## config.mk

```make
export PLATFORM = sky130hd
export DESIGN_NAME = mdm_monitor_dac
export DESIGN_NICKNAME = d
export VERILOG_FILES = /design/src/mdm_pkg.sv /design/src/mdm_monitor_dac.sv /design/src/mdm_pair_buffer.sv
export SDC_FILE = /design/constraint.sdc
export NUM_CORES = 1
export LEC_CHECK = 0
export BUFFER_PORTS_ARGS = -buffer_cell sky130_fd_sc_hd__buf_2
export CORE_ASPECT_RATIO = 1.5
export CORE_MARGIN = 5
export CORE_UTILIZATION = 53
export DETAILED_ROUTE_END_ITERATION = 8
export PLACE_DENSITY = 0.72
export SYNTH_ARGS = -nofsm -noshare
export SYNTH_HDL_FRONTEND = slang
export SYNTH_SLANG_ARGS = --single-unit
```

## constraint.sdc

```tcl
create_clock -name ref_clk_i -period 18.2 [get_ports ref_clk_i]
set_input_delay 3.64 -clock ref_clk_i [delete_from_list [all_inputs] [get_ports ref_clk_i]]
set_output_delay 3.64 -clock ref_clk_i [all_outputs]
set_load 0.03 [all_outputs]
```

## src/mdm_pkg.sv

```systemverilog
// package: register map, field layouts and reset values of the demodulator monitor converter
package mdm_pkg;

	// =====================================================================
	// widths
	localparam int SAMPLE_W = 16;
	localparam int ADDR_W = 4;
	localparam int DIV_W = 8;
	localparam int OFFSET_W = 13;
	localparam int GAIN_W = 3;
	localparam int COEF_W = 4;

	// =====================================================================
	// register byte offsets on the avalon slave
	localparam logic [ADDR_W-1:0] TEST_REG_ADDR = 4'h0;
	localparam logic [ADDR_W-1:0] OFFSET_GAIN_ADDR = 4'h4;
	localparam logic [ADDR_W-1:0] CLOCK_CTRL_ADDR = 4'h8;
	localparam logic [ADDR_W-1:0] STATUS_ADDR = 4'hc;

	// =====================================================================
	// test register layout
	localparam int TEST_MODE_LSB = 14;
	localparam int TEST_MODE_W = 4;
	localparam logic [3:0] TEST_SELECT = 4'hc;
	localparam logic [3:0] OFFSET_GAIN_SELECT = 4'hd;
	localparam logic [TEST_MODE_W-1:0] MODE_PLAIN = 4'h7;
	localparam logic [TEST_MODE_W-1:0] MODE_OFFSET = 4'ha;
	localparam logic [31:0] TEST_RESET = 32'h0000000c;

	// =====================================================================
	// offset and gain register layout
	typedef struct packed {
		logic [GAIN_W-1:0] gain;
		logic [OFFSET_W-1:0] offset;
		logic [COEF_W-1:0] pulse_stretch;
		logic [COEF_W-1:0] loop_integral_coefficient;
		logic [COEF_W-1:0] loop_proportional_coefficient;
		logic [3:0] register_select;
	} mdm_offset_gain_t;

	localparam logic [COEF_W-1:0] INTEGRAL_RESET = 4'h3;
	localparam logic [COEF_W-1:0] PROPORTIONAL_RESET = 4'h2;
	localparam logic [OFFSET_W-1:0] OFFSET_LIMIT = 13'h1000;
	localparam int OFFSET_SHIFT = 3;

	// =====================================================================
	// clock control register layout
	typedef struct packed {
		logic [14:0] unused;
		logic correlator_select;
		logic [DIV_W-1:0] recovery_div;
		logic [DIV_W-1:0] demod_div;
	} mdm_clock_ctrl_t;

	localparam logic [DIV_W-1:0] DEMOD_DIV_RESET = 8'h02;
	localparam logic [DIV_W-1:0] RECOVERY_DIV_RESET = 8'h04;
	localparam logic CORR_SEL_RESET = 1'b1;

	// =====================================================================
	// status register layout
	typedef struct packed {
		logic [SAMPLE_W-1:0] converter_input;
		logic [11:0] unused;
		logic buffer_full;
		logic recovery_blocked;
		logic offset_active;
		logic monitor_enabled;
	} mdm_status_t;

	// =====================================================================
	// avalon slave bus states
	typedef enum logic [2:0] {
		BUS_IDLE = 3'b001,
		BUS_ACK = 3'b010,
		BUS_DONE = 3'b100
	} mdm_bus_state_t;

endpackage

```

## src/mdm_monitor_dac.sv

```systemverilog
// module: demodulator monitor converter with offset removal, gain and sigma-delta output

module mdm_monitor_dac #(
	parameter int SAMPLE_WIDTH = mdm_pkg::SAMPLE_W,
	parameter int BUFFER_DEPTH = 2
) (
	input wire logic ref_clk_i,
	input wire logic reset_i,
	input wire logic [mdm_pkg::ADDR_W-1:0] avs_address_i,
	input wire logic avs_read_i,
	input wire logic avs_write_i,
	input wire logic [31:0] avs_writedata_i,
	input wire logic [3:0] avs_byteenable_i,
	output logic [31:0] avs_readdata_o,
	output logic avs_waitrequest_o,
	input wire logic [SAMPLE_WIDTH-1:0] correlator_sample_i,
	input wire logic [SAMPLE_WIDTH-1:0] linear_sample_i,
	input wire logic sample_valid_i,
	output logic sample_ready_o,
	output logic demodulator_clock_o,
	output logic recovery_clock_o,
	output logic clock_data_recovery_active_o,
	output logic [mdm_pkg::COEF_W-1:0] loop_integral_coefficient_o,
	output logic [mdm_pkg::COEF_W-1:0] loop_proportional_coefficient_o,
	output logic [mdm_pkg::COEF_W-1:0] pulse_stretch_o,
	output logic monitor_output_pin_o
);
	import mdm_pkg::*;

	localparam int EXT_W = SAMPLE_WIDTH + 9;
	localparam int ACC1_W = SAMPLE_WIDTH + 4;
	localparam int ACC2_W = SAMPLE_WIDTH + 8;

	// =====================================================================
	// declarations
	mdm_bus_state_t bus_state;
	logic [31:0] test_reg;
	mdm_offset_gain_t monitor_offset_gain_reg;
	mdm_clock_ctrl_t clock_ctrl;
	mdm_status_t status;
	logic [31:0] merged_wdata;
	logic [31:0] read_mux;
	logic [DIV_W-1:0] demod_cnt;
	logic [DIV_W-1:0] recovery_cnt;
	logic demod_tick;
	logic recovery_tick;
	logic [TEST_MODE_W-1:0] test_mode;
	logic monitor_enabled;
	logic offset_active;
	logic [SAMPLE_WIDTH-1:0] selected_sample;
	logic [OFFSET_W-1:0] offset_limited;
	logic signed [EXT_W-1:0] difference;
	logic signed [EXT_W-1:0] scaled;
	logic [SAMPLE_WIDTH-1:0] converter_value;
	logic push_valid;
	logic push_ready;
	logic pop_valid;
	logic pop_ready;
	logic [SAMPLE_WIDTH-1:0] pop_data;
	logic [SAMPLE_WIDTH-1:0] converter_input;
	logic signed [ACC1_W-1:0] acc1;
	logic signed [ACC2_W-1:0] acc2;
	logic signed [ACC1_W-1:0] feedback;
	logic signed [ACC1_W-1:0] next_acc1;
	logic signed [ACC2_W-1:0] next_acc2;
	logic stream_bit;

	// =====================================================================
	// avalon slave: waitrequest drops for exactly one cycle per access
	function automatic logic [31:0] merge_bytes(input logic [31:0] old_word, input logic [31:0] new_word,
		input logic [3:0] enables);
		logic [31:0] result;
		result = old_word;
		for (int i = 0; i < 4; i++) begin
			if (enables[i]) begin
				result[8*i +: 8] = new_word[8*i +: 8];
			end
		end
		return result;
	endfunction

	always_ff @(posedge ref_clk_i or posedge reset_i) begin
		if (reset_i) begin
			bus_state <= BUS_IDLE;
			avs_waitrequest_o <= 1'b1;
			avs_readdata_o <= 32'h00000000;
		end else begin
			case (bus_state)
				BUS_IDLE: begin
					if (avs_read_i || avs_write_i) begin
						bus_state <= BUS_ACK;
						avs_waitrequest_o <= 1'b0;
						avs_readdata_o <= avs_read_i ? read_mux : 32'h00000000;
					end
				end
				BUS_ACK: begin
					// one dead cycle lets the master drop its request before a new one is seen
					bus_state <= BUS_DONE;
					avs_waitrequest_o <= 1'b1;
				end
				BUS_DONE: begin
					bus_state <= BUS_IDLE;
				end
				default: begin
					bus_state <= BUS_IDLE;
					avs_waitrequest_o <= 1'b1;
				end
			endcase
		end
	end

	always_comb begin
		case (avs_address_i)
			TEST_REG_ADDR: read_mux = test_reg;
			CLOCK_CTRL_ADDR: read_mux = clock_ctrl;
			STATUS_ADDR: read_mux = status;
			// offset/gain register is write-only; unmapped addresses read zero
			default: read_mux = 32'h00000000;
		endcase
	end

	assign merged_wdata = merge_bytes(read_mux, avs_writedata_i, avs_byteenable_i);

	// =====================================================================
	// test register: full word, only taken with its own select code
	always_ff @(posedge ref_clk_i or posedge reset_i) begin
		if (reset_i) begin
			test_reg <= TEST_RESET;
		end else if (bus_state == BUS_ACK && avs_write_i && avs_address_i == TEST_REG_ADDR
			&& merged_wdata[3:0] == TEST_SELECT) begin
			test_reg <= merged_wdata;
		end
	end

	// =====================================================================
	// offset and gain register
	always_ff @(posedge ref_clk_i or posedge reset_i) begin
		if (reset_i) begin
			monitor_offset_gain_reg <= '0;
			monitor_offset_gain_reg.register_select <= OFFSET_GAIN_SELECT;
			monitor_offset_gain_reg.loop_integral_coefficient <= INTEGRAL_RESET;
			monitor_offset_gain_reg.loop_proportional_coefficient <= PROPORTIONAL_RESET;
		end else if (bus_state == BUS_ACK && avs_write_i && avs_address_i == OFFSET_GAIN_ADDR
			&& avs_byteenable_i[0] && avs_writedata_i[3:0] == OFFSET_GAIN_SELECT) begin
			// write-only: unwritten byte lanes keep their stored value
			monitor_offset_gain_reg <= merge_bytes(monitor_offset_gain_reg, avs_writedata_i,
				avs_byteenable_i);
		end
	end

	always_ff @(posedge ref_clk_i or posedge reset_i) begin
		if (reset_i) begin
			loop_integral_coefficient_o <= INTEGRAL_RESET;
			loop_proportional_coefficient_o <= PROPORTIONAL_RESET;
			pulse_stretch_o <= '0;
		end else begin
			loop_integral_coefficient_o <= monitor_offset_gain_reg.loop_integral_coefficient;
			loop_proportional_coefficient_o <= monitor_offset_gain_reg.loop_proportional_coefficient;
			pulse_stretch_o <= monitor_offset_gain_reg.pulse_stretch;
		end
	end

	// =====================================================================
	// clock control register
	always_ff @(posedge ref_clk_i or posedge reset_i) begin
		if (reset_i) begin
			clock_ctrl <= '0;
			clock_ctrl.demod_div <= DEMOD_DIV_RESET;
			clock_ctrl.recovery_div <= RECOVERY_DIV_RESET;
			clock_ctrl.correlator_select <= CORR_SEL_RESET;
		end else if (bus_state == BUS_ACK && avs_write_i && avs_address_i == CLOCK_CTRL_ADDR) begin
			clock_ctrl <= merged_wdata;
			clock_ctrl.unused <= '0;
		end
	end

	// =====================================================================
	// clock enables: both rates are divided down from the reference clock
	always_ff @(posedge ref_clk_i or posedge reset_i) begin
		if (reset_i) begin
			demod_cnt <= '0;
			demod_tick <= 1'b0;
		end else if (demod_cnt + 1'b1 >= clock_ctrl.demod_div) begin
			demod_cnt <= '0;
			demod_tick <= 1'b1;
		end else begin
			demod_cnt <= demod_cnt + 1'b1;
			demod_tick <= 1'b0;
		end
	end

	always_ff @(posedge ref_clk_i or posedge reset_i) begin
		if (reset_i) begin
			recovery_cnt <= '0;
			recovery_tick <= 1'b0;
		end else if (recovery_cnt + 1'b1 >= clock_ctrl.recovery_div) begin
			recovery_cnt <= '0;
			recovery_tick <= 1'b1;
		end else begin
			recovery_cnt <= recovery_cnt + 1'b1;
			recovery_tick <= 1'b0;
		end
	end

	always_ff @(posedge ref_clk_i or posedge reset_i) begin
		if (reset_i) begin
			demodulator_clock_o <= 1'b0;
			recovery_clock_o <= 1'b0;
			clock_data_recovery_active_o <= 1'b1;
		end else begin
			demodulator_clock_o <= demod_tick;
			recovery_clock_o <= recovery_tick;
			// a smaller or equal divider means the recovery rate is not below the demodulator rate
			clock_data_recovery_active_o <= (clock_ctrl.recovery_div > clock_ctrl.demod_div);
		end
	end

	// =====================================================================
	// mode decode: the converter is independent of the rest of the receive setup
	assign test_mode = test_reg[TEST_MODE_LSB +: TEST_MODE_W];
	assign monitor_enabled = (test_mode == MODE_PLAIN) || (test_mode == MODE_OFFSET);
	assign offset_active = (test_mode == MODE_OFFSET);

	// =====================================================================
	// input selection, offset removal and gain
	assign selected_sample = clock_ctrl.correlator_select ? correlator_sample_i : linear_sample_i;

	// offset of 4096 equals full scale of the filter signal
	assign offset_limited = (monitor_offset_gain_reg.offset > OFFSET_LIMIT) ? OFFSET_LIMIT
		: monitor_offset_gain_reg.offset;

	always_comb begin
		difference = EXT_W'($signed(selected_sample));
		if (offset_active) begin
			difference = difference - $signed({{(EXT_W-OFFSET_W-OFFSET_SHIFT){1'b0}}, offset_limited,
				{OFFSET_SHIFT{1'b0}}});
		end
		scaled = difference <<< monitor_offset_gain_reg.gain;
		// saturate rather than wrap: a wrapped value would flip the stream polarity
		if (scaled > $signed(EXT_W'({1'b0, {(SAMPLE_WIDTH-1){1'b1}}}))) begin
			converter_value = {1'b0, {(SAMPLE_WIDTH-1){1'b1}}};
		end else if (scaled < -$signed(EXT_W'({1'b1, {(SAMPLE_WIDTH-1){1'b0}}}))) begin
			converter_value = {1'b1, {(SAMPLE_WIDTH-1){1'b0}}};
		end else begin
			converter_value = scaled[SAMPLE_WIDTH-1:0];
		end
	end

	// =====================================================================
	// sample path: taken on the demodulator rate, drained on the recovery rate
	assign push_valid = monitor_enabled && demod_tick && sample_valid_i;
	assign pop_ready = recovery_tick;

	mdm_pair_buffer #(
		.WIDTH(SAMPLE_WIDTH),
		.DEPTH(BUFFER_DEPTH)
	) sample_buffer (
		.ref_clk_i(ref_clk_i),
		.reset_i(reset_i),
		.flush_i(!monitor_enabled),
		.in_valid_i(push_valid),
		.in_ready_o(push_ready),
		.in_data_i(converter_value),
		.out_valid_o(pop_valid),
		.out_ready_i(pop_ready),
		.out_data_o(pop_data)
	);

	assign sample_ready_o = push_ready;

	// when no new sample is waiting the last one is repeated
	always_ff @(posedge ref_clk_i or posedge reset_i) begin
		if (reset_i) begin
			converter_input <= '0;
		end else if (!monitor_enabled) begin
			converter_input <= '0;
		end else if (pop_valid && pop_ready) begin
			converter_input <= pop_data;
		end
	end

	// =====================================================================
	// second-order sigma-delta modulator
	// inputs near full scale can overload a second-order loop; use gain with headroom
	assign feedback = stream_bit ? ACC1_W'($signed({1'b0, 1'b1, {(SAMPLE_WIDTH-1){1'b0}}}))
		: -ACC1_W'($signed({1'b0, 1'b1, {(SAMPLE_WIDTH-1){1'b0}}}));
	assign next_acc1 = acc1 + ACC1_W'($signed(converter_input)) - feedback;
	assign next_acc2 = acc2 + ACC2_W'(next_acc1) - ACC2_W'(feedback);

	always_ff @(posedge ref_clk_i or posedge reset_i) begin
		if (reset_i) begin
			acc1 <= '0;
			acc2 <= '0;
			stream_bit <= 1'b0;
		end else if (!monitor_enabled) begin
			acc1 <= '0;
			acc2 <= '0;
			stream_bit <= 1'b0;
		end else if (recovery_tick) begin
			acc1 <= next_acc1;
			acc2 <= next_acc2;
			stream_bit <= !next_acc2[ACC2_W-1];
		end
	end

	// =====================================================================
	// pin driver: one bit per recovery tick, held in between
	always_ff @(posedge ref_clk_i or posedge reset_i) begin
		if (reset_i) begin
			monitor_output_pin_o <= 1'b0;
		end else begin
			monitor_output_pin_o <= monitor_enabled && stream_bit;
		end
	end

	// =====================================================================
	// status word
	always_comb begin
		status = '0;
		status.monitor_enabled = monitor_enabled;
		status.offset_active = offset_active;
		status.recovery_blocked = !clock_data_recovery_active_o;
		status.buffer_full = !push_ready;
		status.converter_input = converter_input;
	end

endmodule

```

## src/mdm_pair_buffer.sv

```systemverilog
// module: two-entry buffer with valid and ready on both sides
module mdm_pair_buffer #(
	parameter int WIDTH = 16,
	parameter int DEPTH = 2
) (
	input wire logic ref_clk_i,
	input wire logic reset_i,
	input wire logic flush_i,
	input wire logic in_valid_i,
	output logic in_ready_o,
	input wire logic [WIDTH-1:0] in_data_i,
	output logic out_valid_o,
	input wire logic out_ready_i,
	output logic [WIDTH-1:0] out_data_o
);
	localparam int PTR_W = (DEPTH > 1) ? $clog2(DEPTH) : 1;

	logic [WIDTH-1:0] store [DEPTH];
	logic [PTR_W-1:0] wr_ptr;
	logic [PTR_W-1:0] rd_ptr;
	logic [PTR_W:0] count;
	logic push;
	logic pop;
	logic [PTR_W:0] next_count;

	assign push = in_valid_i && in_ready_o;
	assign pop = out_valid_o && out_ready_i;
	assign next_count = count + (PTR_W+1)'(push) - (PTR_W+1)'(pop);
	assign out_data_o = store[rd_ptr];

	// =====================================================================
	// pointers and fill level
	always_ff @(posedge ref_clk_i or posedge reset_i) begin
		if (reset_i) begin
			wr_ptr <= '0;
			rd_ptr <= '0;
			count <= '0;
			in_ready_o <= 1'b1;
			out_valid_o <= 1'b0;
		end else if (flush_i) begin
			wr_ptr <= '0;
			rd_ptr <= '0;
			count <= '0;
			in_ready_o <= 1'b1;
			out_valid_o <= 1'b0;
		end else begin
			if (push) begin
				wr_ptr <= (wr_ptr == PTR_W'(DEPTH-1)) ? '0 : wr_ptr + 1'b1;
			end
			if (pop) begin
				rd_ptr <= (rd_ptr == PTR_W'(DEPTH-1)) ? '0 : rd_ptr + 1'b1;
			end
			count <= next_count;
			// ready is registered so the source sees a clean level
			in_ready_o <= (next_count != (PTR_W+1)'(DEPTH));
			out_valid_o <= (next_count != '0);
		end
	end

	// =====================================================================
	// storage
	always_ff @(posedge ref_clk_i) begin
		if (push) begin
			store[wr_ptr] <= in_data_i;
		end
	end

endmodule

```

==> out/results.ini <==
[die]
start_util = 0.535
die_h_um = 218
fp-row-count = 76
die-area_um2 = 32500
ios = 127
core_area_um2 = 28600
die_w_um = 149

[power]
powerDensity_nw_per_um2 = 83.9
combPwrFrac = 0.191
peakVddDrop_uv = 75.8
p_int_mw = 1.02
p_sw_frac = 0.295
p_leak_nw = 8.10
pwr-share-seq = 0.417
p_switching_mw = 0.424
p_clk_frac = 0.391

[yosys]
synth_nets = 1821
syn_avg_cell_area_um2 = 9.47
yosys-top-cells-area = dfrtp_1, ha_1, edfxtp_1
synth_area_um2 = 15300
synth_area_leader_cell = dfrtp_1
synthArstFlopShare = 0.870
netlist.area_leader.share = 0.325
yosysUniqueCellTypes = 80
yosys_warnings = 0
synth_edf_count = 32
ys_ff_latch = 246
ys_seq_area_frac = 0.413
synth_ff_type = dfrtp_1
synth_cells = 1618

[grt]
grt_pass1_wl_um = 61900
grt_pass1_vias = 12289
grt_antenna_before_repair = 1
track_usage = 0.234
grt_max_degree = 138
grt-ovfl-total = 0

[routing]
ant_nets = 0
routedWlPerCell_um = 17.9
first_pass_iters = 5
vias_per_cell = 5.70
wl_um = 37900
vias = 12055
drc_errors = 0
drt_iter0_drc = 774

[setup_path]
cp-start-kind = input port
critPathTopFamily = compound AO/OA/AOI/OAI gates
endpoint_kind = flop
crit_type = in -> reg
path_buf_inv = 2
cp_slowest_cell = o31ai_4
cp_data_required_time_ns = 18.44
crit_fanout = 13
arrival_ns = 7.40
crit_chain = buf_2 > mux2i_1 > ha_1 > inv_1 > fa_1 > a211oi_2 > o21ai_2 > a2111oi_0 > nor3_1 > mux2_2 > o32a_1 > o41a_1 > o31ai_4 > o21ai_1
max_stage_delay_ns = 0.56

[sta]
relSlewSlack = 0.189
final-setup-viol-count = 0
fmax_mhz = 140
fin_crit_sh = 0.393
finalWorstSetupSlack_ns = 11.05
period_needed_ns = 7.15
slew_viol_final = 0
fin_setup_tns_ns = 0
rsz0062_at_grt = no
fin_skew_ns = 0.0276
hold_viol = 0
tightest_slew_ns = 1.21

[clock_network]
cts_tree = built
path_clk_slew_ns = 0.07
htree_levels = 1
post_cts_buffers = 0
holdBufCountCts = 0
root_buffer = clkbuf_16
cts_resized = 0
worstSkewPairLatency_ns = 0.55
cts_sinks = 246
cts_buffers = 25
cts_buffer_depth = 3

[placement]
portBuffers = 126
hpwl_um = 28300
dpl_worst_slack_ns = 10.56
gp_congestion = 0.905
dp.cells = 2069

[finish]
fin_cells = 2116
multi_input_area_um2 = 8060
nFillCells = 2458
seqCellArea_um2 = 6340
drive_above_1_share = 0.163
areaGrowthSynthToFinish_pct = 12.0
layout.nets = 1909

[min_path]
holdCritPathClass = reg -> reg

[run_status]
status = finished, final reports clean

[job]
max_cap_violations = 0

-- cell usage after synthesis (4+ instances only) --
library cell,number
dfrtp_1,199
dfstp_2,15
o22ai_1,5
fa_1,11
buf_1,10
nand2_1,139
a22o_1,5
o21a_1,9
clkbuf_1,56
or3_1,4
ha_1,115
and3_1,11
o21ai_1,4
xnor2_1,28
and4_1,4
edfxtp_1,32
nand3_1,26
xor2_1,32
a21o_1,28
nand2b_1,17
nand4_1,4
a22oi_1,30
nor2_1,126
a21oi_1,88
mux2i_1,63
nor3b_1,4
o31ai_1,5
mux2_2,59
a31oi_1,8
a211oi_1,28
buf_2,7
or2_2,4
nor2b_1,26
nor4_1,6
inv_1,172
nor3_1,19
o21bai_1,8
and2_1,21
o21ai_0,120
-- layout make-up --
type	count	area share
Clock buffer	31	0.0414
Tap cell	390	0.0284
Antenna cell	1	0.000146
Clock inverter	15	0.0116
Sequential cell	246	0.369
Timing Repair Buffer	136	0.0411
Inverter	173	0.0383
Multi-Input combinational cell	1124	0.470
-- worst reg2reg max path: cells and delay by family (launching register included) --
| kind | cells | cell delay, ns |
|---|---|---|
| AOI/OAI and AO/OA | 9 | 2.54 |
| adders and majority gates | 4 | 1.40 |
| xor gates and xnor gates | 1 | 0.51 |
| DFF | 1 | 0.43 |
| buffers and inverters | 4 | 0.38 |
| muxes | 1 | 0.25 |
| and+or+nand+nor | 2 | 0.17 |
-- routing by layer --
layer	vias up	GRT usage	wire length, um	share of wire
li1	5802	-	-	-
met1	5843	0.271	14700	0.39
met4	0	0.0733	1100	0.029
met2	349	0.442	20300	0.53
met5	-	0	0	0
met3	61	0.0328	1930	0.051
-- worst paths after layout --
check | startpoint | end | slack [ns] | cells past startpoint
worst max-delay path | correlator_sample_i[3] | sample_buffer.store[0][12]$_DFFE_PP_ | 11.05 | 14
min in group asynchronous | reset_i | stream_bit$_DFFE_PP0P_ | 3.28 | 2
max in group asynchronous | reset_i | pop_ready$_DFF_PP0_ | 13.40 | 3
worst min register to register | monitor_offset_gain_reg[4]$_DFFE_PP0P_ | loop_proportional_coefficient_o[0]$_DFF_PP0_ | 0.37 | 0
worst max register to register | converter_input[3]$_DFFE_PP0P_ | acc2[22]$_DFFE_PP0P_ | 12.38 | 21
worst min-delay path | monitor_offset_gain_reg[4]$_DFFE_PP0P_ | loop_proportional_coefficient_o[0]$_DFF_PP0_ | 0.37 | 0
-- per-stage QoR --
step,area [um2],total power [mW],hold WS (ns),util
global placement,16200,0.878,0.353,0.568
detailed placement,16200,0.884,0.357,0.568
finish,17200,1.44,0.366,0.599
floorplan,15300,0.808,0.350,-
CTS,17200,1.45,0.365,0.599
global route,17200,1.50,0.369,0.599
-- cell families (layout without fill, tap and decap cells) --
logic type | after synthesis | in the layout | share of synthesized area
AO/OA/AOI/OAI | 387 | 387 | 0.161
XOR/XNOR | 61 | 61 | 0.0358
adder cells (fa/ha/maj) | 126 | 126 | 0.108
buffers and inverters | 248 | 355 | 0.0623
flip-flops | 246 | 246 | 0.413
multiplexers | 125 | 125 | 0.0889
other | 0 | 1 | 0
AND/OR/NAND/NOR | 425 | 425 | 0.130
-- layout by cell type, fill, tap and decap left out, types with 7 or more instances in the layout --
cell type and instances:
a211oi_1 28, a21o_1 28, a21oi_1 88, a22oi_1 30, a31oi_1 8, and2_1 21, and3_1 11, buf_2 126
buf_4 10, clkbuf_16 26, clkinv_2 7, dfrtp_1 198, dfstp_2 15, edfxtp_1 32, fa_1 11, ha_1 115
inv_1 171, mux2_2 59, mux2i_1 63, nand2_1 138, nand2b_1 17, nand3_1 26, nor2_1 126, nor2b_1 26
nor3_1 18, o21a_1 9, o21ai_0 120, o21bai_1 8, xnor2_1 28, xor2_1 32
-- power groups by stage --
stage	combinational, mW	sequential, mW	clock [mW]
global placement	0.268	0.610	0
CTS	0.276	0.601	0.570
detailed placement	0.273	0.611	0
finish	0.275	0.600	0.563
global route	0.308	0.603	0.593
floorplan	0.195	0.613	0
Power figures use the tool's default switching activity.
